### src/design/pbtw_pkg.sv
// Shared constants for the burst transition and wait block
package pbtw_pkg;
    localparam int          PBTW_DATA_W       = 16;
    localparam int          PBTW_FIFO_DEPTH   = 8;
    localparam int          PBTW_LAT_W        = 4;
    localparam logic [3:0]  PBTW_LAT_RST      = 4'h5;
    localparam logic [3:0]  PBTW_LAT_MIN      = 4'h2;
    localparam int          PBTW_CLK_PS       = 5000;
    localparam int          PBTW_BURST_MAX_NS = 2500;
    localparam int          PBTW_BURST_MAX_CYC = (PBTW_BURST_MAX_NS * 1000) / PBTW_CLK_PS;
    localparam int          PBTW_CYC_W        = 10;
    typedef enum logic [1:0] {PBTW_IDLE, PBTW_LATENCY, PBTW_DATA} pbtw_state_t;
endpackage

### src/design/pbtw_fifo.sv
// Small synchronous FIFO with valid/ready on both sides
`timescale 1ns/100ps
`default_nettype none
module pbtw_fifo #(
    parameter int WIDTH = 16,
    parameter int DEPTH = 8
) (
    input  wire logic             mclk,
    input  wire logic             reset_n,
    input  wire logic             flush,
    input  wire logic [WIDTH-1:0] in_data,
    input  wire logic             in_valid,
    output logic                  in_ready,
    output logic      [WIDTH-1:0] out_data,
    output logic                  out_valid,
    input  wire logic             out_ready
);
    localparam int AW = $clog2(DEPTH);
    logic [WIDTH-1:0] mem_q [DEPTH];
    logic [AW-1:0]    wr_q;
    logic [AW-1:0]    rd_q;
    logic [AW:0]      cnt_q;
    wire              push = in_valid && in_ready;
    wire              pop  = out_valid && out_ready;

    // Full and empty come straight from the count
    assign in_ready  = (cnt_q != (AW+1)'(DEPTH));
    assign out_valid = (cnt_q != '0);
    assign out_data  = mem_q[rd_q];

    // Storage has no reset; only pointers matter
    always_ff @(posedge mclk) begin
        if (push) begin
            mem_q[wr_q] <= in_data;
        end
    end

    // Pointers and count
    always_ff @(posedge mclk) begin
        if (!reset_n || flush) begin
            wr_q  <= '0;
            rd_q  <= '0;
            cnt_q <= '0;
        end else begin
            if (push) begin
                wr_q <= (wr_q == AW'(DEPTH-1)) ? '0 : wr_q + AW'(1);
            end
            if (pop) begin
                rd_q <= (rd_q == AW'(DEPTH-1)) ? '0 : rd_q + AW'(1);
            end
            cnt_q <= cnt_q + (AW+1)'(push) - (AW+1)'(pop);
        end
    end
endmodule
`default_nettype wire

### src/design/pbtw_core.sv
// Burst framing, latency count and wait pin of the pseudo-static RAM burst port
// Function
// - Wait goes low (data not ready) from the falling edge of chip select or of address-valid; the code takes the address-valid fall only in PBTW_IDLE.
// - Wait goes high (data ready) at the burst clock edge one cycle before the latency count expires.
// - Wait is released to high impedance when chip select returns high.
// - Several rising burst clock edges while address-valid is low are accepted without error.
// - The burst and its latency count start at the first rising edge seen with address-valid low.
`timescale 1ns/100ps
`default_nettype none
module pbtw_core
    import pbtw_pkg::*;
(
    input  wire logic                   mclk,
    input  wire logic                   reset_n,
    input  wire logic                   chip_select_n,
    input  wire logic                   address_valid_n,
    input  wire logic                   burst_clk,
    input  wire logic [PBTW_LAT_W-1:0]  latency,
    input  wire logic [PBTW_DATA_W-1:0] array_data,
    input  wire logic                   array_valid,
    output logic                        array_ready,
    output logic [PBTW_DATA_W-1:0]      dq_out,
    output logic                        dq_strobe,
    output logic                        wait_o,
    output logic                        wait_oe,
    output logic                        burst_active,
    output logic                        burst_overrun
);
    // Burst sequencing state
    pbtw_state_t            state_q;
    pbtw_state_t            state_d;

    // Pin synchronisers and edge history
    logic [1:0]             cs_sync_q;
    logic [1:0]             adv_sync_q;
    logic [1:0]             clk_sync_q;
    logic                   cs_q;
    logic                   adv_q;
    logic                   clk_q;

    // Latency count
    logic [PBTW_LAT_W-1:0]  lat_cnt_q;
    logic [PBTW_LAT_W-1:0]  lat_cnt_d;

    // Wait pin and burst cycle watchdog
    logic                   wait_q;
    logic                   wait_oe_q;
    logic [PBTW_CYC_W-1:0]  cyc_q;
    logic                   overrun_q;

    // Data path towards the pins
    logic [PBTW_DATA_W-1:0] dq_q;
    logic                   strobe_q;
    logic [PBTW_DATA_W-1:0] fifo_data;
    logic                   fifo_valid;

    // Pins cross into mclk through two flops; only stage two is read
    // Reset levels match the idle pins, so no false edge follows reset
    always_ff @(posedge mclk) begin
        if (!reset_n) begin
            cs_sync_q  <= 2'h3;
            adv_sync_q <= 2'h3;
            clk_sync_q <= 2'h0;
        end else begin
            cs_sync_q  <= {cs_sync_q[0], chip_select_n};
            adv_sync_q <= {adv_sync_q[0], address_valid_n};
            clk_sync_q <= {clk_sync_q[0], burst_clk};
        end
    end

    // Previous values of the synchronised levels for edge detection
    always_ff @(posedge mclk) begin
        if (!reset_n) begin
            cs_q  <= 1'b1;
            adv_q <= 1'b1;
            clk_q <= 1'b0;
        end else begin
            cs_q  <= cs_sync_q[1];
            adv_q <= adv_sync_q[1];
            clk_q <= clk_sync_q[1];
        end
    end

    // Edge decode on synchronised pins
    wire cs_low    = !cs_sync_q[1];
    wire cs_fall   = cs_q && !cs_sync_q[1];
    wire cs_rise   = !cs_q && cs_sync_q[1];
    wire adv_fall  = adv_q && !adv_sync_q[1];
    wire adv_low   = !adv_sync_q[1];
    wire clk_rise  = !clk_q && clk_sync_q[1];

    // Burst control decode
    wire start     = cs_low && adv_low && clk_rise && (state_q == PBTW_IDLE);
    wire lat_last  = (lat_cnt_q == PBTW_LAT_W'(1));
    wire data_beat = (state_q == PBTW_DATA) && clk_rise;
    // Latency below the minimum is clamped so wait still toggles
    wire [PBTW_LAT_W-1:0] lat_clamp = (latency < PBTW_LAT_MIN) ? PBTW_LAT_MIN : latency;

    // Ready edge: the rise that leaves one latency clock to go, which at the
    // minimum latency is the starting rise itself
    wire ready_at_start = start && (lat_clamp == PBTW_LAT_MIN);
    wire ready_in_count = (state_q == PBTW_LATENCY) && clk_rise && (lat_cnt_q == PBTW_LAT_W'(2));
    wire ready_edge     = ready_at_start || ready_in_count;

    // Burst sequencing; later clock edges under address-valid low do not restart
    always_comb begin
        state_d   = state_q;
        lat_cnt_d = lat_cnt_q;
        case (state_q)
            PBTW_IDLE: begin
                if (start) begin
                    state_d   = PBTW_LATENCY;
                    lat_cnt_d = lat_clamp - PBTW_LAT_W'(1);
                end
            end
            PBTW_LATENCY: begin
                if (clk_rise) begin
                    if (lat_last) begin
                        state_d = PBTW_DATA;
                    end
                    lat_cnt_d = lat_cnt_q - PBTW_LAT_W'(1);
                end
            end
            PBTW_DATA: begin
                state_d = PBTW_DATA;
            end
            default: begin
                state_d = PBTW_IDLE;
            end
        endcase
        // Chip select high always closes the burst, the host's way to switch type
        if (!cs_low) begin
            state_d   = PBTW_IDLE;
            lat_cnt_d = '0;
        end
    end

    // State and counter registers
    always_ff @(posedge mclk) begin
        if (!reset_n) begin
            state_q   <= PBTW_IDLE;
            lat_cnt_q <= '0;
        end else begin
            state_q   <= state_d;
            lat_cnt_q <= lat_cnt_d;
        end
    end

    // Wait pin: low on select fall, or on address-valid fall in PBTW_IDLE only, high one clock early, released on deselect
    // Deselect outranks the rest so the pin is never driven once chip select is high
    always_ff @(posedge mclk) begin
        if (!reset_n) begin
            wait_q    <= 1'b0;
            wait_oe_q <= 1'b0;
        end else if (cs_rise || !cs_low) begin
            wait_q    <= 1'b0;
            wait_oe_q <= 1'b0;
        end else if (cs_fall || (adv_fall && state_q == PBTW_IDLE)) begin
            wait_q    <= 1'b0;
            wait_oe_q <= 1'b1;
        end else if (ready_edge) begin
            wait_q    <= 1'b1;
        end
    end

    // Burst cycle watchdog; the device only flags a host that overstays
    // Limitation: the bound is counted in mclk, so it holds only at the nominal clock
    always_ff @(posedge mclk) begin
        if (!reset_n || !cs_low) begin
            cyc_q     <= '0;
            overrun_q <= 1'b0;
        end else begin
            if (cyc_q != PBTW_CYC_W'(PBTW_BURST_MAX_CYC)) begin
                cyc_q <= cyc_q + PBTW_CYC_W'(1);
            end else begin
                overrun_q <= 1'b1;
            end
        end
    end

    // Array words leave on each data-phase clock; no word means the strobe stays low
    // The strobe marks a fresh word for exactly one clock
    always_ff @(posedge mclk) begin
        if (!reset_n) begin
            dq_q     <= '0;
            strobe_q <= 1'b0;
        end else begin
            strobe_q <= data_beat && fifo_valid;
            if (data_beat && fifo_valid) begin
                dq_q <= fifo_data;
            end
        end
    end

    // Prefetch buffer; flushed at burst end so a new burst never sees stale words
    // The array side stalls on array_ready whenever all eight words wait
    pbtw_fifo #(
        .WIDTH (PBTW_DATA_W),
        .DEPTH (PBTW_FIFO_DEPTH)
    ) u_fifo (
        .mclk      (mclk),
        .reset_n   (reset_n),
        .flush     (!cs_low),
        .in_data   (array_data),
        .in_valid  (array_valid && cs_low),
        .in_ready  (array_ready),
        .out_data  (fifo_data),
        .out_valid (fifo_valid),
        .out_ready (data_beat)
    );

    // Outputs come straight from registers; burst_active is decoded from state_q
    assign dq_out        = dq_q;
    assign dq_strobe     = strobe_q;
    assign wait_o        = wait_q;
    assign wait_oe       = wait_oe_q;
    assign burst_active  = (state_q != PBTW_IDLE);
    assign burst_overrun = overrun_q;
endmodule
`default_nettype wire

### config.mk
export PLATFORM = sky130hd
export DESIGN_NAME = pbtw_core
export DESIGN_NICKNAME = d
export VERILOG_FILES = /design/src/design/pbtw_pkg.sv /design/src/design/pbtw_fifo.sv /design/src/design/pbtw_core.sv
export SDC_FILE = /design/constraint.sdc
export NUM_CORES = 1
export LEC_CHECK = 0
export BUFFER_PORTS_ARGS = -buffer_cell sky130_fd_sc_hd__buf_2
export CORE_ASPECT_RATIO = 2
export CORE_MARGIN = 5
export CORE_UTILIZATION = 63
export CTS_BUF_LIST = sky130_fd_sc_hd__clkbuf_2
export DETAILED_ROUTE_END_ITERATION = 10
export HOLD_SLACK_MARGIN = 0.12
export PLACE_DENSITY = 0.84
export SLEW_MARGIN = 20
export SYNTH_ARGS = -nofsm -noshare
export SYNTH_HDL_FRONTEND = slang
export SYNTH_HIERARCHICAL = 1
export SYNTH_SLANG_ARGS = --single-unit
### constraint.sdc
create_clock -name mclk -period 3.35 [get_ports mclk]
set_input_delay 0.5025 -clock mclk [delete_from_list [all_inputs] [get_ports mclk]]
set_output_delay 0.5025 -clock mclk [all_outputs]
set_load 0.02 [all_outputs]
# After elaboration in Yosys (flattened, before gate mapping)
# Memories as Yosys holds them, arrays and structs flattened. A register that Yosys moved wholly into a read port is not among the register bits.
# Index checks and enable logic that the tools add are counted.
[totals]
regBits = 39
mem_bits_rw = 128
input_bits = 26
out_inout_bits = 22
elab_cells = 84
memories = 1
[op_classes]
n_addsub = 7
n_lt_le_gt_ge = 1
eq_ne = 12
muxes = 12
n_bitwise = 1
n_reduce_logical = 34
[mem_list]
columns = ["memory", "depth", "word_bits", "read_ports", "rd_ports_with_merged_regs", "write_ports", "line", "source"]
rows = [
  ["u_fifo.mem_q", 8, 16, 1, 1, 1, "pbtw_fifo.sv:19", "logic [WIDTH-1:0] mem_q [DEPTH];"],
]
[ops]
columns = ["cell", "count"]
rows = [
  ["$logic_and A1 B1 Y1", 15],
  ["$mux W4", 3],
  ["$add A10 B1 Y10 const B", 1],
  ["$ne A10 B9 Y1 const B", 1],
  ["$eq A4 B2 Y1 const B", 2],
  ["$pmux W4 S2", 1],
  ["$sub A4 B1 Y4 const B", 2],
  ["$add A3 B1 Y3 const B", 2],
  ["$eq A3 B3 Y1 const B", 2],
  ["$logic_not A1 Y1", 6],
  ["$mux W2", 3],
  ["$mux W3", 2],
  ["$ne A2 B2 Y1 const B", 3],
  ["$pmux W2 S3", 1],
  ["$reduce_and A3 Y1", 2],
  ["$add A4 B1 Y4", 1],
  ["$eq A4 B1 Y1 const B", 1],
  ["$logic_or A1 B1 Y1", 4],
  ["$lt A4 B2 Y1 const B", 1],
  ["$ne A4 B4 Y1 const B", 1],
  ["$reduce_bool A2 Y1", 2],
  ["$reduce_bool A4 Y1", 1],
  ["$reduce_or A2 Y1", 2],
  ["$sub A4 B1 Y4", 1],
  ["6 further kinds", 7],
]

# Longest topological paths before layout
[depth]
word_depth = 6
mapped_depth = 11

# Modules after synthesis
# The synthesis kept the hierarchy.
[modules_own_cells]
columns = ["module", "instances", "cells_each", "area_each_um2", "seq_area_each_um2"]
rows = [
  ["pbtw_fifo", 1, 263, 5620.4, 4103.9],
  ["pbtw_core", 1, 219, 1958.1, 900.9],
]

# Worst setup path after synthesis
# No wires, ideal clock.
[synth_path]
path_kind = "register -> register"
startpoint = "reg u_fifo.cnt_q[2]"
endpoint = "mem u_fifo.mem_q[0][0], enable pin"
setup_ns = 0.430
t_arrival_ns = 2.532
required_ns = 2.920
path_slack_ns = 0.388
stages_incl_launch_ff = 6
n_path_buf = 0
cell_sequence = "dfxtp_1 inv_1 ha_1 or3b_2 nand2_2 nor4_1"
[synth_via]
elab_chain_len = 4
[synth_lines]
columns = ["element", "line", "source"]
rows = [
  ["start: declaration", "pbtw_fifo.sv:22", "logic [AW:0] cnt_q;"],
  ["start signal: assignment", "pbtw_fifo.sv:51", "cnt_q <= cnt_q + (AW+1)'(push) - (AW+1)'(pop);"],
  ["$ne A4 B4 Y1", "pbtw_fifo.sv:27", "assign in_ready = (cnt_q != (AW+1)'(DEPTH));"],
  ["net array_ready", "pbtw_core.sv:21", "output logic array_ready,"],
  ["$logic_and A1 B1 Y1", "pbtw_fifo.sv:23", "wire push = in_valid && in_ready;"],
  ["$mux W1", "pbtw_fifo.sv:33", "if (push) begin"],
  ["$mux W1 (implied by the code)", "pbtw_fifo.sv:34", "mem_q[wr_q] <= in_data;"],
  ["end: declaration", "pbtw_fifo.sv:19", ""],
]
# The timed path passes the listed nets, and every way through them passes these cells.

# Worst setup path in the final report
[layout_path]
startpoint = "reg u_fifo.cnt_q[2]"
endpoint = "reg u_fifo.cnt_q[2]"
[layout_via]
elab_chain_len = 4
elab_cells_between_ends = 6
cone_classes = "2 x add/sub; 1 x eq/ne; 3 x reduce/logical"
[layout_lines]
columns = ["element", "line"]
rows = [
  ["$ne A4 B4 Y1", "pbtw_fifo.sv:27"],
  ["$logic_and A1 B1 Y1", "pbtw_fifo.sv:23"],
  ["$add A4 B1 Y4", "pbtw_fifo.sv:51"],
  ["$sub A4 B1 Y4 *", "pbtw_fifo.sv:51"],
]
# Every way passes the cells marked *; elsewhere a longest branch is shown, timed or not.
# A chain may end at the register's enable or synchronous reset.

==> summary.txt <==
Floorplanning
  • Die Ht: about 170 µm
  • Die Wd: approximately 88 µm
  • Core Rows: 56
  • Die ar.: 0.0145 mm²
  • Initial Util: 64.4%
  • IO Pins: 48
  • Core area: around 0.012 mm²

Logic synthesis
  • Ys async rst share: 0%
  • Top_reg_cell synth: edfxtp_1
  • Synth Area in Adders: 3.57%
  • Synth Area in Compound Gates: 4.31%
  • Seq/Total Area, Yosys: approximately 66%
  • Post-synthesis mux area share: between 10% and 20%
  • Post-synth EDFFs: 128
  • Post-Synthesis Cell Area: ~0.0076 mm²
  • Synth Area in XOR/XNOR: less than 1%
  • Synthesized instance count: 482
  • Combinational family with the most area after synthesis: multiplexers
  • Post-synth net total: 529
  • Mean Syn Cell Area: approximately 16 µm²
  • Simple-gate share of the synthesized area: under 10%
  • Synthesis-stage register bit count: 186
  • Synth warn: 6
  • Library cells used by synthesis: 57

Timing
  • Max Freq: approximately 0.4 GHz
  • Setup violators final: 0
  • RSZ-0062 raised after global routing: false
  • Hold Worst Slack: 0.242 ns
  • Rel. slew slack: between 30% and 40%
  • Setup Skew: 0.0425 ns
  • Hold Vio Cnt, Final: 0
  • Tcrit/Tclk final: 75.3%
  • Final Slew Violations: 0
  • Worst-Margin Slew: 0.918 ns
  • Min cycle time layout: 2.52 ns
  • Setup TNS: 0 ns

CTS
  • Clock Tree Root: clkbuf_2
  • Clock latency on the worst-skew pair: 0.71 ns
  • PostCTS Resize Cnt: 0
  • H-Tree Depth: 4
  • CTS Hold Bufs: 23
  • CTS tree: done
  • Setup bufs post-CTS: 0
  • Bufs on Longest Clock Path: 2
  • CTS sink cnt: around 190
  • CTS Buf Count: 17
  • CTS clock-pin slew for the worst setup and hold paths: 0.28 ns

Route
  • Initial drt markers: 306
  • WL final: roughly 14000 µm
  • Metal3 WL: 618 µm
  • Drt wl/cell: 20.0 µm
  • Post-DRT Antenna Nets: 0
  • Drt drc: 0
  • Wl on met1: 5270 µm
  • Top Metal Used: met4
  • First-pass DRT Iterations: 5
  • Vias/cell: 5.96
  • WL met2: 8100 µm
  • Via Count: 4296

GRT
  • Global-route wire length before repair: roughly 23000 µm
  • Number of global-route vias before repair: 4492
  • Total track usage: 21.6%
  • Largest net degree at the start of global routing: 33
  • Antenna violations before repair: 1
  • GRT overflow: 0

Placement
  • Gpl congestion: 0.888
  • Buffers on Ports: between 40 and 50
  • DP HPWL: 9410 µm

Power
  • Comb pwr share: 2.6%
  • Seq pwr share: around two thirds
  • Psw: 829 µW
  • Leakage power figure: 2.96 nW
  • Total power: 3.71 mW
  • Switching share of power: between 20% and 30%
  • Internal power: 2.88 mW
  • VDD IR max: around 370 µV
  • Clock share of power: 31.0%
  • PD cells: roughly 440 mW/mm²

Setup path
  • Startpoint types: flip-flop
  • Req. time, crit path: roughly 4.0 ns
  • Arrival @ worst endpoint: 3.16 ns
  • Crit path max fanout: 4
  • Crit path capture type: flip-flop
  • Type of the worst setup path: flip-flop to flip-flop

Min path
  • Path category of the worst min-delay check: input port to flip-flop

Job
  • Max_cap viols: 0

Run status
  • Status: completed

Finish
  • Nets: 609
  • Layout Area Growth over Synthesis: 11.8%
  • Layout cells sized above 1: between 20% and 30%
## synth_stat cells, types with 4 or more instances
cell / instances / area share [%]
edfxtp_1: 128 / 51
dfxtp_1: 58 / 15
nand2_1: 49 / 2.4
mux4_1: 28 / 9.7
ha_1: 20 / 3.3
nor2_1: 20 / 0.99
a21boi_1: 16 / 1.6
inv_1: 16 / 0.79
mux2_2: 16 / 2.4
nand2b_1: 9 / 0.74
a21oi_1: 8 / 0.53
and2_1: 8 / 0.66
nand3_1: 8 / 0.53
clkbuf_1: 6 / 0.30
mux2i_1: 6 / 0.79
nor3_1: 6 / 0.40
xor2_1: 6 / 0.69
buf_6: 5 / 0.74
mux4_2: 4 / 1.2
nand4_1: 4 / 0.33
o21ai_0: 4 / 0.26
## power groups by stage
| stage | Combinational, mW | Sequential (mW) | Clock, mW |
|---|---|---|---|
| floorplan | 0.0316 | 2.51 | 0 |
| global placement | 0.0682 | 2.51 | 0 |
| detailed placement | 0.0731 | 2.51 | 0 |
| CTS | 0.0955 | 2.47 | 1.18 |
| global route | 0.105 | 2.47 | 1.30 |
| finish | 0.0951 | 2.47 | 1.15 |
## final timing paths
path | slack, ns | endpoint | cells past startpoint | start
worst max-delay path | 0.83 | u_fifo/cnt_q[2] | 10 | u_fifo/cnt_q[2]
worst min-delay path | 0.24 | lat_cnt_q[3] | 4 | latency[3]
worst max register to register | 0.83 | u_fifo/cnt_q[2] | 10 | u_fifo/cnt_q[2]
worst min register to register | 0.46 | adv_sync_q[1] | 1 | adv_sync_q[0]
## cell usage in the layout, fill, tap and decap left out, types with 5 or more instances in the layout
master,Yosys,final
and2_1,8,8
mux2i_1,6,6
inv_1,16,16
nand2_1,49,49
mux4_1,28,28
dlygate4sd3_1,0,23
a21oi_1,8,8
nor2_1,20,20
a21boi_1,16,16
inv_8,0,5
edfxtp_1,128,128
clkbuf_2,1,17
xor2_1,6,6
mux2_2,16,16
nand2b_1,9,9
ha_1,20,20
buf_4,2,10
dfxtp_1,58,58
nand3_1,8,8
buf_2,3,47
## critical path, cell delays in order, from the launching register on
cell	delay, ns
dfxtp_1	0.36
inv_1	0.09
ha_1	0.15
nor3b_1	0.43
nor2_1	0.20
ha_1	0.32
inv_1	0.04
ha_1	0.20
fa_1	0.39
xor2_1	0.15
and2_1	0.15
## metal layers
metal	track usage [%]	up-vias
met2	39.7	143
met1	23.4	2129
met4	8.87	0
li1	-	1993
met3	4.52	31
met5	0	-
## flip-flops by register name, summed over array words and instances (netlist names), 2 cells and up, named ones only
register      count
u_fifo/wr_q       3
clk_sync_q        2
adv_sync_q        2
dq_out           16
lat_cnt_q         4
state_q           2
u_fifo/rd_q       3
u_fifo/mem_q    128
u_fifo/cnt_q      4
cyc_q            10
cs_sync_q         2
## through the flow
step           util, %  setup slack [ns]  area, µm²  std cells
6_report          72.0             0.828       8470        721
5_1_grt           72.0             0.688       8470        721
4_1_cts           71.9             0.794       8470        720
3_5_place_dp      67.8             0.906       7980        665
3_3_place_gp      67.8             0.990       7980        665
2_1_floorplan        -             0.388       7580        482
## cell families after synthesis
| group | Yosys count |
|---|---|
| flops | 186 |
| simple gates | 127 |
| mux | 54 |
| compound gates | 48 |
| buf+inv | 38 |
| fa+ha+maj | 21 |
| xor+xnor | 8 |
## cell type report
cell class / instances / area [µm²]
Sequential cell: 186 / 5000
Antenna cell: 1 / 2.50
Clock buffer: 17 / 85.1
Tap cell: 145 / 181
Timing Repair Buffer: 80 / 541
Clock inverter: 15 / 178
Inverter: 19 / 71.3
Fill cell: 776 / 3300
Multi-Input combinational cell: 258 / 2410
(Power assumes the default switching activity.)
